`config.mk`:
```
export PLATFORM = sky130hd
export DESIGN_NAME = scr_readout
export DESIGN_NICKNAME = d
export VERILOG_FILES = /design/src/logic/scr_pkg.sv /design/src/logic/scr_fifo.sv /design/src/logic/scr_readout.sv
export VERILOG_INCLUDE_DIRS = /design/src /design/src/logic
export SDC_FILE = /design/constraint.sdc
export NUM_CORES = 2
export LEC_CHECK = 0
export BUFFER_PORTS_ARGS = -buffer_cell sky130_fd_sc_hd__buf_2
export CORE_ASPECT_RATIO = 0.75
export CORE_MARGIN = 10
export CORE_UTILIZATION = 50
export DETAILED_ROUTE_END_ITERATION = 12
export HOLD_SLACK_MARGIN = 0.03
export MAX_ROUTING_LAYER = met4
export PLACE_DENSITY = 0.63
export SYNTH_ARGS = -nofsm -noshare
export SYNTH_HDL_FRONTEND = slang
export SYNTH_SLANG_ARGS = --single-unit
```
`constraint.sdc`:
```
create_clock -name clk_sys -period 4.8 [get_ports clk_sys]
set_clock_uncertainty 0.2 [all_clocks]
set_input_delay 0.72 -clock clk_sys [delete_from_list [all_inputs] [get_ports clk_sys]]
set_output_delay 0.72 -clock clk_sys [all_outputs]
set_load 0.05 [all_outputs]
```
`src/logic/scr_map.svh`:
```
// Register offsets, field positions and reset values of the scaler readout
`ifndef SCR_MAP_SVH
`define SCR_MAP_SVH

// ****************************************
// Address map
// ****************************************
`define SCR_ADDR_W       24
`define SCR_WIN_BASE     24'h80_0000
`define SCR_WIN_LAST     24'hFF_FFFC
`define SCR_WIN_BIT      23
`define SCR_OFS_CTRL     24'h00_0100
`define SCR_OFS_PAGE     24'h00_0104
`define SCR_OFS_STAT     24'h00_0108

// ****************************************
// Fields and reset values
// ****************************************
`define SCR_CTRL_FMT_LSB 0
`define SCR_CTRL_FMT_MSB 1
`define SCR_CTRL_MODE    2
`define SCR_CTRL_RST     32'h0000_0004
`define SCR_PAGE_RST     32'h0000_0000
`define SCR_PAGE_MB      64
`define SCR_STAT_EMPTY   31
`define SCR_STAT_FULL    30

`endif

```
`src/logic/scr_pkg.sv`:
```
// Types shared by the scaler readout packer
package scr_pkg;

  typedef enum logic [1:0] {
    SCR_FMT32 = 2'b00,
    SCR_FMT24 = 2'b01,
    SCR_FMT16 = 2'b10,
    SCR_FMT8  = 2'b11
  } scr_fmt_e;

  typedef struct packed {
    logic [31:0] count;
    logic [4:0]  channel;
  } scr_sample_s;

  typedef struct packed {
    logic     fifo_mode;
    scr_fmt_e fmt;
  } scr_ctrl_s;

endpackage : scr_pkg

```
`src/logic/scr_fifo.sv`:
```
// Word store with first-in first-out order for the readout window
`timescale 1ns/1ps
module scr_fifo #(
  parameter int W     = 32,
  parameter int DEPTH = 64,
  parameter int AW    = $clog2(DEPTH)
) (
  input  wire logic          clk_sys,
  input  wire logic          arst_n,
  input  wire logic          push,
  input  wire logic [W-1:0]  push_data,
  input  wire logic          pop,
  output logic      [W-1:0]  head,
  output logic               empty,
  output logic               full,
  output logic      [AW:0]   level
);

  logic [W-1:0] mem [DEPTH];
  logic [AW-1:0] wr_ptr_r;
  logic [AW-1:0] rd_ptr_r;
  logic [AW:0]   level_r;
  wire           do_push = push && !full;
  wire           do_pop  = pop && !empty;

  assign head  = mem[rd_ptr_r];
  assign empty = (level_r == '0);
  assign full  = (level_r == (AW+1)'(DEPTH));
  assign level = level_r;

  always_ff @(posedge clk_sys) begin
    if (do_push) begin
      mem[wr_ptr_r] <= push_data;
    end
  end

  always_ff @(posedge clk_sys or negedge arst_n) begin
    if (!arst_n) begin
      wr_ptr_r <= '0;
      rd_ptr_r <= '0;
      level_r  <= '0;
    end else begin
      wr_ptr_r <= do_push ? AW'((wr_ptr_r + 1'b1) % DEPTH) : wr_ptr_r;
      rd_ptr_r <= do_pop ? AW'((rd_ptr_r + 1'b1) % DEPTH) : rd_ptr_r;
      level_r  <= level_r + (AW+1)'(do_push) - (AW+1)'(do_pop);
    end
  end

endmodule : scr_fifo

```
`src/logic/scr_readout.sv`:
```
// Scaler word packer with FIFO emulation readout window
// Function
// Window 0x800000-0xFFFFFC returns next stored word
// Single and block reads served alike
// Empty FIFO read raises bus error
// Data readable only in FIFO mode
// Non-incrementing blocks of any length served
// Incrementing master splits blocks inside window
// Page register selects 64 MByte memory page
// Two-bit field selects word packing
// 32-bit format carries raw count
// 24-bit format adds user bits, channel
// User bits latched at sample time
// 16-bit format pairs channels N, N+1
// 8-bit format packs four channels
// Strict FIFO order, each word once
//
// Added by the designer: the register offsets and the strobed register port.
`timescale 1ns/1ps
`include "scr_map.svh"
module scr_readout import scr_pkg::*; #(
  parameter int DEPTH  = 64,
  parameter int MEM_MB = 64,
  parameter int PAGE_W = 3
) (
  input  wire logic        clk_sys,
  input  wire logic        arst_n,
  input  wire logic [23:0] bus_addr,
  input  wire logic [31:0] bus_wdata,
  input  wire logic        bus_wr,
  input  wire logic        bus_rd,
  output logic      [31:0] bus_rdata,
  output logic             bus_berr,
  input  wire scr_sample_s smp,
  input  wire logic        smp_valid,
  output logic             smp_ready,
  input  wire logic [1:0]  user_pin,
  output logic [PAGE_W-1:0] mem_page
);

  localparam int AW = $clog2(DEPTH);

  // ****************************************
  // Functions
  // ****************************************
  function automatic logic [1:0] last_lane(input scr_fmt_e f);
    case (f)
      SCR_FMT16: last_lane = 2'd1;
      SCR_FMT8:  last_lane = 2'd3;
      default:   last_lane = 2'd0;
    endcase
  endfunction : last_lane

  function automatic logic [31:0] lane_ins(input scr_fmt_e f,
                                           input logic [31:0] acc,
                                           input logic [31:0] c,
                                           input logic [1:0] lane);
    logic [31:0] r;
    r = acc;
    if (f == SCR_FMT16) begin
      if (lane[0]) begin
        r[31:16] = c[15:0];
      end else begin
        r[15:0] = c[15:0];
      end
    end else begin
      case (lane)
        2'd0:    r[7:0]   = c[7:0];
        2'd1:    r[15:8]  = c[7:0];
        2'd2:    r[23:16] = c[7:0];
        default: r[31:24] = c[7:0];
      endcase
    end
    lane_ins = r;
  endfunction : lane_ins

  function automatic logic in_win(input logic [23:0] a);
    in_win = a[`SCR_WIN_BIT];
  endfunction : in_win

  // ****************************************
  // Registers and state
  // ****************************************
  scr_ctrl_s         ctrl_r;
  logic [PAGE_W-1:0] page_r;
  logic [31:0]       rdata_r;
  logic              berr_r;
  logic              ready_r;
  logic [31:0]       acc_r;
  logic [1:0]        lane_r;
  logic [1:0]        usr_s1_r;
  logic [1:0]        usr_s2_r;
  logic [1:0]        usr_s3_r;
  logic [1:0]        usr_r;

  // ****************************************
  // Decode
  // ****************************************
  wire win_rd   = bus_rd && in_win(bus_addr);
  wire ctrl_hit = (bus_addr == `SCR_OFS_CTRL);
  wire page_hit = (bus_addr == `SCR_OFS_PAGE);
  wire stat_hit = (bus_addr == `SCR_OFS_STAT);
  wire ctrl_wr  = bus_wr && ctrl_hit;
  wire page_wr  = bus_wr && page_hit;

  // ****************************************
  // FIFO and packing
  // ****************************************
  logic [31:0] head;
  logic        empty;
  logic        full;
  logic [AW:0] level;

  wire         fmode    = ctrl_r.fifo_mode;
  // Address offset inside window never steers which word is returned
  wire         pop      = win_rd && fmode && !empty;
  wire         take     = smp_valid && ready_r && !full;
  wire         last     = (lane_r == last_lane(ctrl_r.fmt));
  wire [31:0]  acc_ins  = lane_ins(ctrl_r.fmt, acc_r, smp.count, lane_r);
  wire [31:0]  tag_word = {usr_r[1], usr_r[0], 1'b0, smp.channel,
                           smp.count[23:0]};
  wire         push     = take && last;
  logic [31:0] push_data;

  always_comb begin
    case (ctrl_r.fmt)
      SCR_FMT32: push_data = smp.count;
      SCR_FMT24: push_data = tag_word;
      SCR_FMT16: push_data = acc_ins;
      SCR_FMT8:  push_data = acc_ins;
      default:   push_data = smp.count;
    endcase
  end

  scr_fifo #(
    .W     (32),
    .DEPTH (DEPTH)
  ) u_fifo (
    .clk_sys   (clk_sys),
    .arst_n    (arst_n),
    .push      (push),
    .push_data (push_data),
    .pop       (pop),
    .head      (head),
    .empty     (empty),
    .full      (full),
    .level     (level)
  );

  // Room check leaves one slot for the accept already in flight
  wire [AW:0] level_nxt = level + (AW+1)'(push) - (AW+1)'(pop);
  wire        ready_nxt = (level_nxt < (AW+1)'(DEPTH - 1));

  wire [1:0]  lane_nxt = ctrl_wr ? 2'd0 :
                         push    ? 2'd0 :
                         take    ? lane_r + 2'd1 : lane_r;
  wire [31:0] acc_nxt  = (ctrl_wr || push) ? 32'h0000_0000 :
                         take ? acc_ins : acc_r;

  // ****************************************
  // Page select
  // ****************************************
  // Paging applies only when more than one page of memory is fitted
  wire [PAGE_W-1:0] page_nxt = (MEM_MB > `SCR_PAGE_MB) ?
                               bus_wdata[PAGE_W-1:0] : '0;

  // ****************************************
  // Read data
  // ****************************************
  wire [31:0] stat_word = {empty, full, {(30-AW-1){1'b0}}, level};
  wire [31:0] ctrl_word = {29'h0, ctrl_r.fifo_mode, ctrl_r.fmt};
  wire [31:0] page_word = {{(32-PAGE_W){1'b0}}, page_r};
  wire [31:0] reg_word  = ctrl_hit ? ctrl_word :
                          page_hit ? page_word :
                          stat_hit ? stat_word : 32'h0000_0000;
  wire        berr_nxt  = win_rd && (!fmode || empty);
  wire [31:0] rdata_nxt = !bus_rd ? 32'h0000_0000 :
                          pop     ? head :
                          win_rd  ? 32'h0000_0000 : reg_word;

  // ****************************************
  // User input synchroniser
  // ****************************************
  wire [1:0] usr_nxt = (usr_s2_r == usr_s3_r) ? usr_s3_r : usr_r;

  always_ff @(posedge clk_sys or negedge arst_n) begin
    if (!arst_n) begin
      usr_s1_r <= 2'b00;
      usr_s2_r <= 2'b00;
      usr_s3_r <= 2'b00;
      usr_r    <= 2'b00;
    end else begin
      usr_s1_r <= user_pin;
      usr_s2_r <= usr_s1_r;
      usr_s3_r <= usr_s2_r;
      usr_r    <= usr_nxt;
    end
  end

  // ****************************************
  // Control and bus registers
  // ****************************************
  always_ff @(posedge clk_sys or negedge arst_n) begin
    if (!arst_n) begin
      ctrl_r  <= scr_ctrl_s'(3'(`SCR_CTRL_RST));
      page_r  <= PAGE_W'(`SCR_PAGE_RST);
      rdata_r <= 32'h0000_0000;
      berr_r  <= 1'b0;
      ready_r <= 1'b0;
      acc_r   <= 32'h0000_0000;
      lane_r  <= 2'd0;
    end else begin
      if (ctrl_wr) begin
        ctrl_r <= scr_ctrl_s'(bus_wdata[`SCR_CTRL_MODE:0]);
      end
      if (page_wr) begin
        page_r <= page_nxt;
      end
      rdata_r <= rdata_nxt;
      berr_r  <= berr_nxt;
      ready_r <= ready_nxt;
      acc_r   <= acc_nxt;
      lane_r  <= lane_nxt;
    end
  end

  assign bus_rdata = rdata_r;
  assign bus_berr  = berr_r;
  assign smp_ready = ready_r;
  assign mem_page  = page_r;

  // ****************************************
  // Assertion helpers
  // ****************************************
  logic [15:0] half_r;

  // Low half of a 16-bit pair, kept apart from the packing register
  always_ff @(posedge clk_sys or negedge arst_n) begin
    if (!arst_n) begin
      half_r <= 16'h0000;
    end else if (take && lane_r == 2'd0) begin
      half_r <= smp.count[15:0];
    end
  end
endmodule : scr_readout

```
==> metrics.txt <==
largest net degree at the start of global routing 77; Global Route Usage Sum between 20% and 30%; Max Cap Viol 0; Starting Density 50.4%; Worst Path Max Fanout 10; Synth Area in Adders less than 1%; total gr overflow 0; xor and xnor area share after synthesis less than 1%; H-tree Lvls 4; fin area approximately 95000 µm²; P&R area growth vs syn 14.2%; largest family of logic cells by synthesized area multiplexers; Yosys top cell by area edfxtp_1; mean number of vias per cell between 6 and 7; clk_lat worst skew between 800 and 900 ps; commonest register cell after synthesis edfxtp_1; # port buffers 104; Slew HR between 15 and 20%; hpwl dp 137000 µm; Worst Hold Class primary input to flop; height of the die 373 µm; CP endpoint kind flop; Worst Setup Path Type flop to flop; CP bufs+invs 3; slowest CP cell nand2_1; initial antenna violation count 5; Cell Area, Synth a little over 80000 µm²; gpl congestion 0.833; Req. time, crit path about 5400 ps; outcome completed; Final Core Density a little under three fifths; top-area cell type share of the netlist area ~74%; met1 usage in global routing between 30% and 40%; depth of the most critical reg-to-reg path 11; drt total wl ~230000 µm; Worst-Margin Slew 1230 ps; min Tclk post-route 3920 ps; wire length per cell 34.8 µm; critical path cell sequence inv_1, ha_1, nand4bb_1, nand2b_1, nand2_1, inv_2, nand2_1, buf_4, a211oi_1, a21oi_1, a21oi_1; Final Setup Violations 0; # DRC 0; hold path depth 3; first-pass GRT wire length 322000 µm; CTS resizes 0; Die W between 400 and 500 µm; CTS Root Cell clkbuf_16; CP Data Arrival Time roughly 4500 ps; share of cells above drive strength 1 29.9%; Post-DP Area ~90000 µm²; count leader, synth edfxtp_1; Pins Over Slew Limit 0; IO Pins about 140; core area roughly 170000 µm²; leakage ~30 nW; DR iter-0 viols 6043; Worst Hold Launch bus_addr[3]; Netlist cell types just over 70; Synth async-reset ratio under 10%; M3 GR Usage 5.63%; gr busiest metal met1; mux cell area share after synthesis 16.2%; Setup TNS 0 ps; CTS Buf Count 192; CP peak stage delay between 600 and 700 ps; Synth Area in Compound Gates around 3.0%; flop2flop setup slack about 880 ps; met2 usage in global routing ~37%; maximum vdd drop 0.417 mV; reg2reg start u_fifo.level[5]$_DFF_PN0_; setup bufs post-CTS 0; Simple-Gate Fraction of Synth Area 1.82%; synth cell count leaders edfxtp_1, mux4_2, mux2i_1; die area about 180000 µm²; synth top area cells edfxtp_1, mux4_2, dfrtp_1; RSZ-0062 raised after global routing false; Post-synth EDFFs 2048; final hold violations 0; Startpoint Class flop; period utilization around four fifths; CTS max path bufs 3; syn_area_per_cell approximately 22 µm²; CTS Sinks between 2000 and 2500; clock transition at the registers of the reported paths around 60 ps; Power Dens Cells 403 nW/µm²; cell row count 129; via count roughly 42000; ANT nets after route 0; Layout Nets 4284; worst r2r dst bus_rdata[20]$_DFF_PN0_; Mapped Cells 3796; TritonRoute pass-1 iters 5; Ys Warns 0; Max Freq between 0.2 and 0.3 GHz; WHS Endpoint bus_rdata[6]$_DFF_PN0_; number of synthesized register bits about 2100; CTS tree done; sequential element share of the synthesized area approximately three quarters; vias in the first global route approximately 41000; delay-heaviest family, CP simple AND/OR/NAND/NOR gates
-- tightest hold or removal path, stage by stage --
cell and delay (ps):
buf_2 160, nand4_1 170, nand2_1 70
-- repair_timing --
item	4_1_cts	5_1_grt
hold buffers	17	0
hold endpoints to repair	89	0
setup endpoints to repair	0	0
-- power breakdown --
part / internal [W] / leakage [nW] / switching, W / total [W]
Clock: 0.00839 / 2.99 / 0.00682 / 0.0152
Combinational: 0.000641 / 7.54 / 0.00134 / 0.00198
Sequential: 0.0209 / 19.7 / 0.000193 / 0.0211
-- stage by stage --
step | hold slack, ps | std cells | total power, W | setup WS (ps)
after floorplan | 131 | 3798 | 0.0226 | 735
after global placement | 136 | 6182 | 0.0233 | 1000
after detailed placement | 137 | 6182 | 0.0234 | 954
after CTS | 79.6 | 6563 | 0.0384 | 942
after global routing | 147 | 6565 | 0.0393 | 734
final | 136 | 6566 | 0.0382 | 880
-- how the worst max path moves through the flow --
stage                                    from                           end  slack (ps)  depth (start not counted)
floorplan               ctrl_r[0]$_DFFE_PN0P_   u_fifo.mem[0][10]$_DFFE_PP_         740                          6
global placement        ctrl_r[1]$_DFFE_PN0P_  u_fifo.mem[28][10]$_DFFE_PP_        1000                          9
detailed placement      ctrl_r[1]$_DFFE_PN0P_  u_fifo.mem[28][15]$_DFFE_PP_         950                          9
CTS                     ctrl_r[1]$_DFFE_PN0P_  u_fifo.mem[28][18]$_DFFE_PP_         940                          9
global route        u_fifo.level[5]$_DFF_PN0_       bus_rdata[20]$_DFF_PN0_         730                         11
finish              u_fifo.level[5]$_DFF_PN0_       bus_rdata[20]$_DFF_PN0_         880                         11
-- registers in the layout, summed over array words and instances (netlist names) --
signal           cells
acc_r               32
usr_s3_r             2
usr_s2_r             2
smp_ready            1
lane_r               2
usr_s1_r             2
u_fifo.mem        2048
u_fifo.wr_ptr_r      6
u_fifo.level         7
usr_r                2
ctrl_r               2
fmode                1
bus_rdata           32
bus_berr             1
u_fifo.rd_ptr_r      6
-- logic make-up after synthesis --
family                     Yosys count
other                                1
xor gates and xnor gates            23
adders and majority gates           18
DFF                               2146
muxes                              691
AOI/OAI and AO/OA                  367
buffers and inverters              237
and+or+nand+nor                    313
-- per-layer routing --
metal  wire length, µm  part of all wire (%)
met4              4910                   2.1
met3             24900                    11
met1             95100                    42
met5                 0                     0
met2            104000                    45
-- cell type report --
type | count | area [µm²]
Fill cell | 11993 | 70100
Antenna cell | 3 | 7.51
Timing Repair Buffer | 386 | 3320
Clock buffer | 257 | 5240
Tap cell | 2227 | 2790
Multi-Input combinational cell | 1415 | 18700
Clock inverter | 107 | 933
Sequential cell | 2146 | 64000
Inverter | 25 | 93.8
-- layout by cell type, fill, tap and decap left out, drive strengths merged, types with 8 or more instances in the layout --
cell	instances
xnor2	17
a221oi	10
dfrtp	97
clkbuf	257
ha	16
a211o	8
bufinv	13
a22o	26
o22ai	48
nor2	119
nand4	10
mux2i	148
nand2	69
dlygate4sd3	17
buf	369
nand2b	18
and2	10
mux2	21
nand3	14
nor2b	23
a22oi	47
edfxtp	2048
clkinvlp	11
a31oi	8
a211oi	47
a21oi	75
inv	30
nor3	15
o21ai	57
clkinv	78
mux4	522
Power figures use the tool's default switching activity.
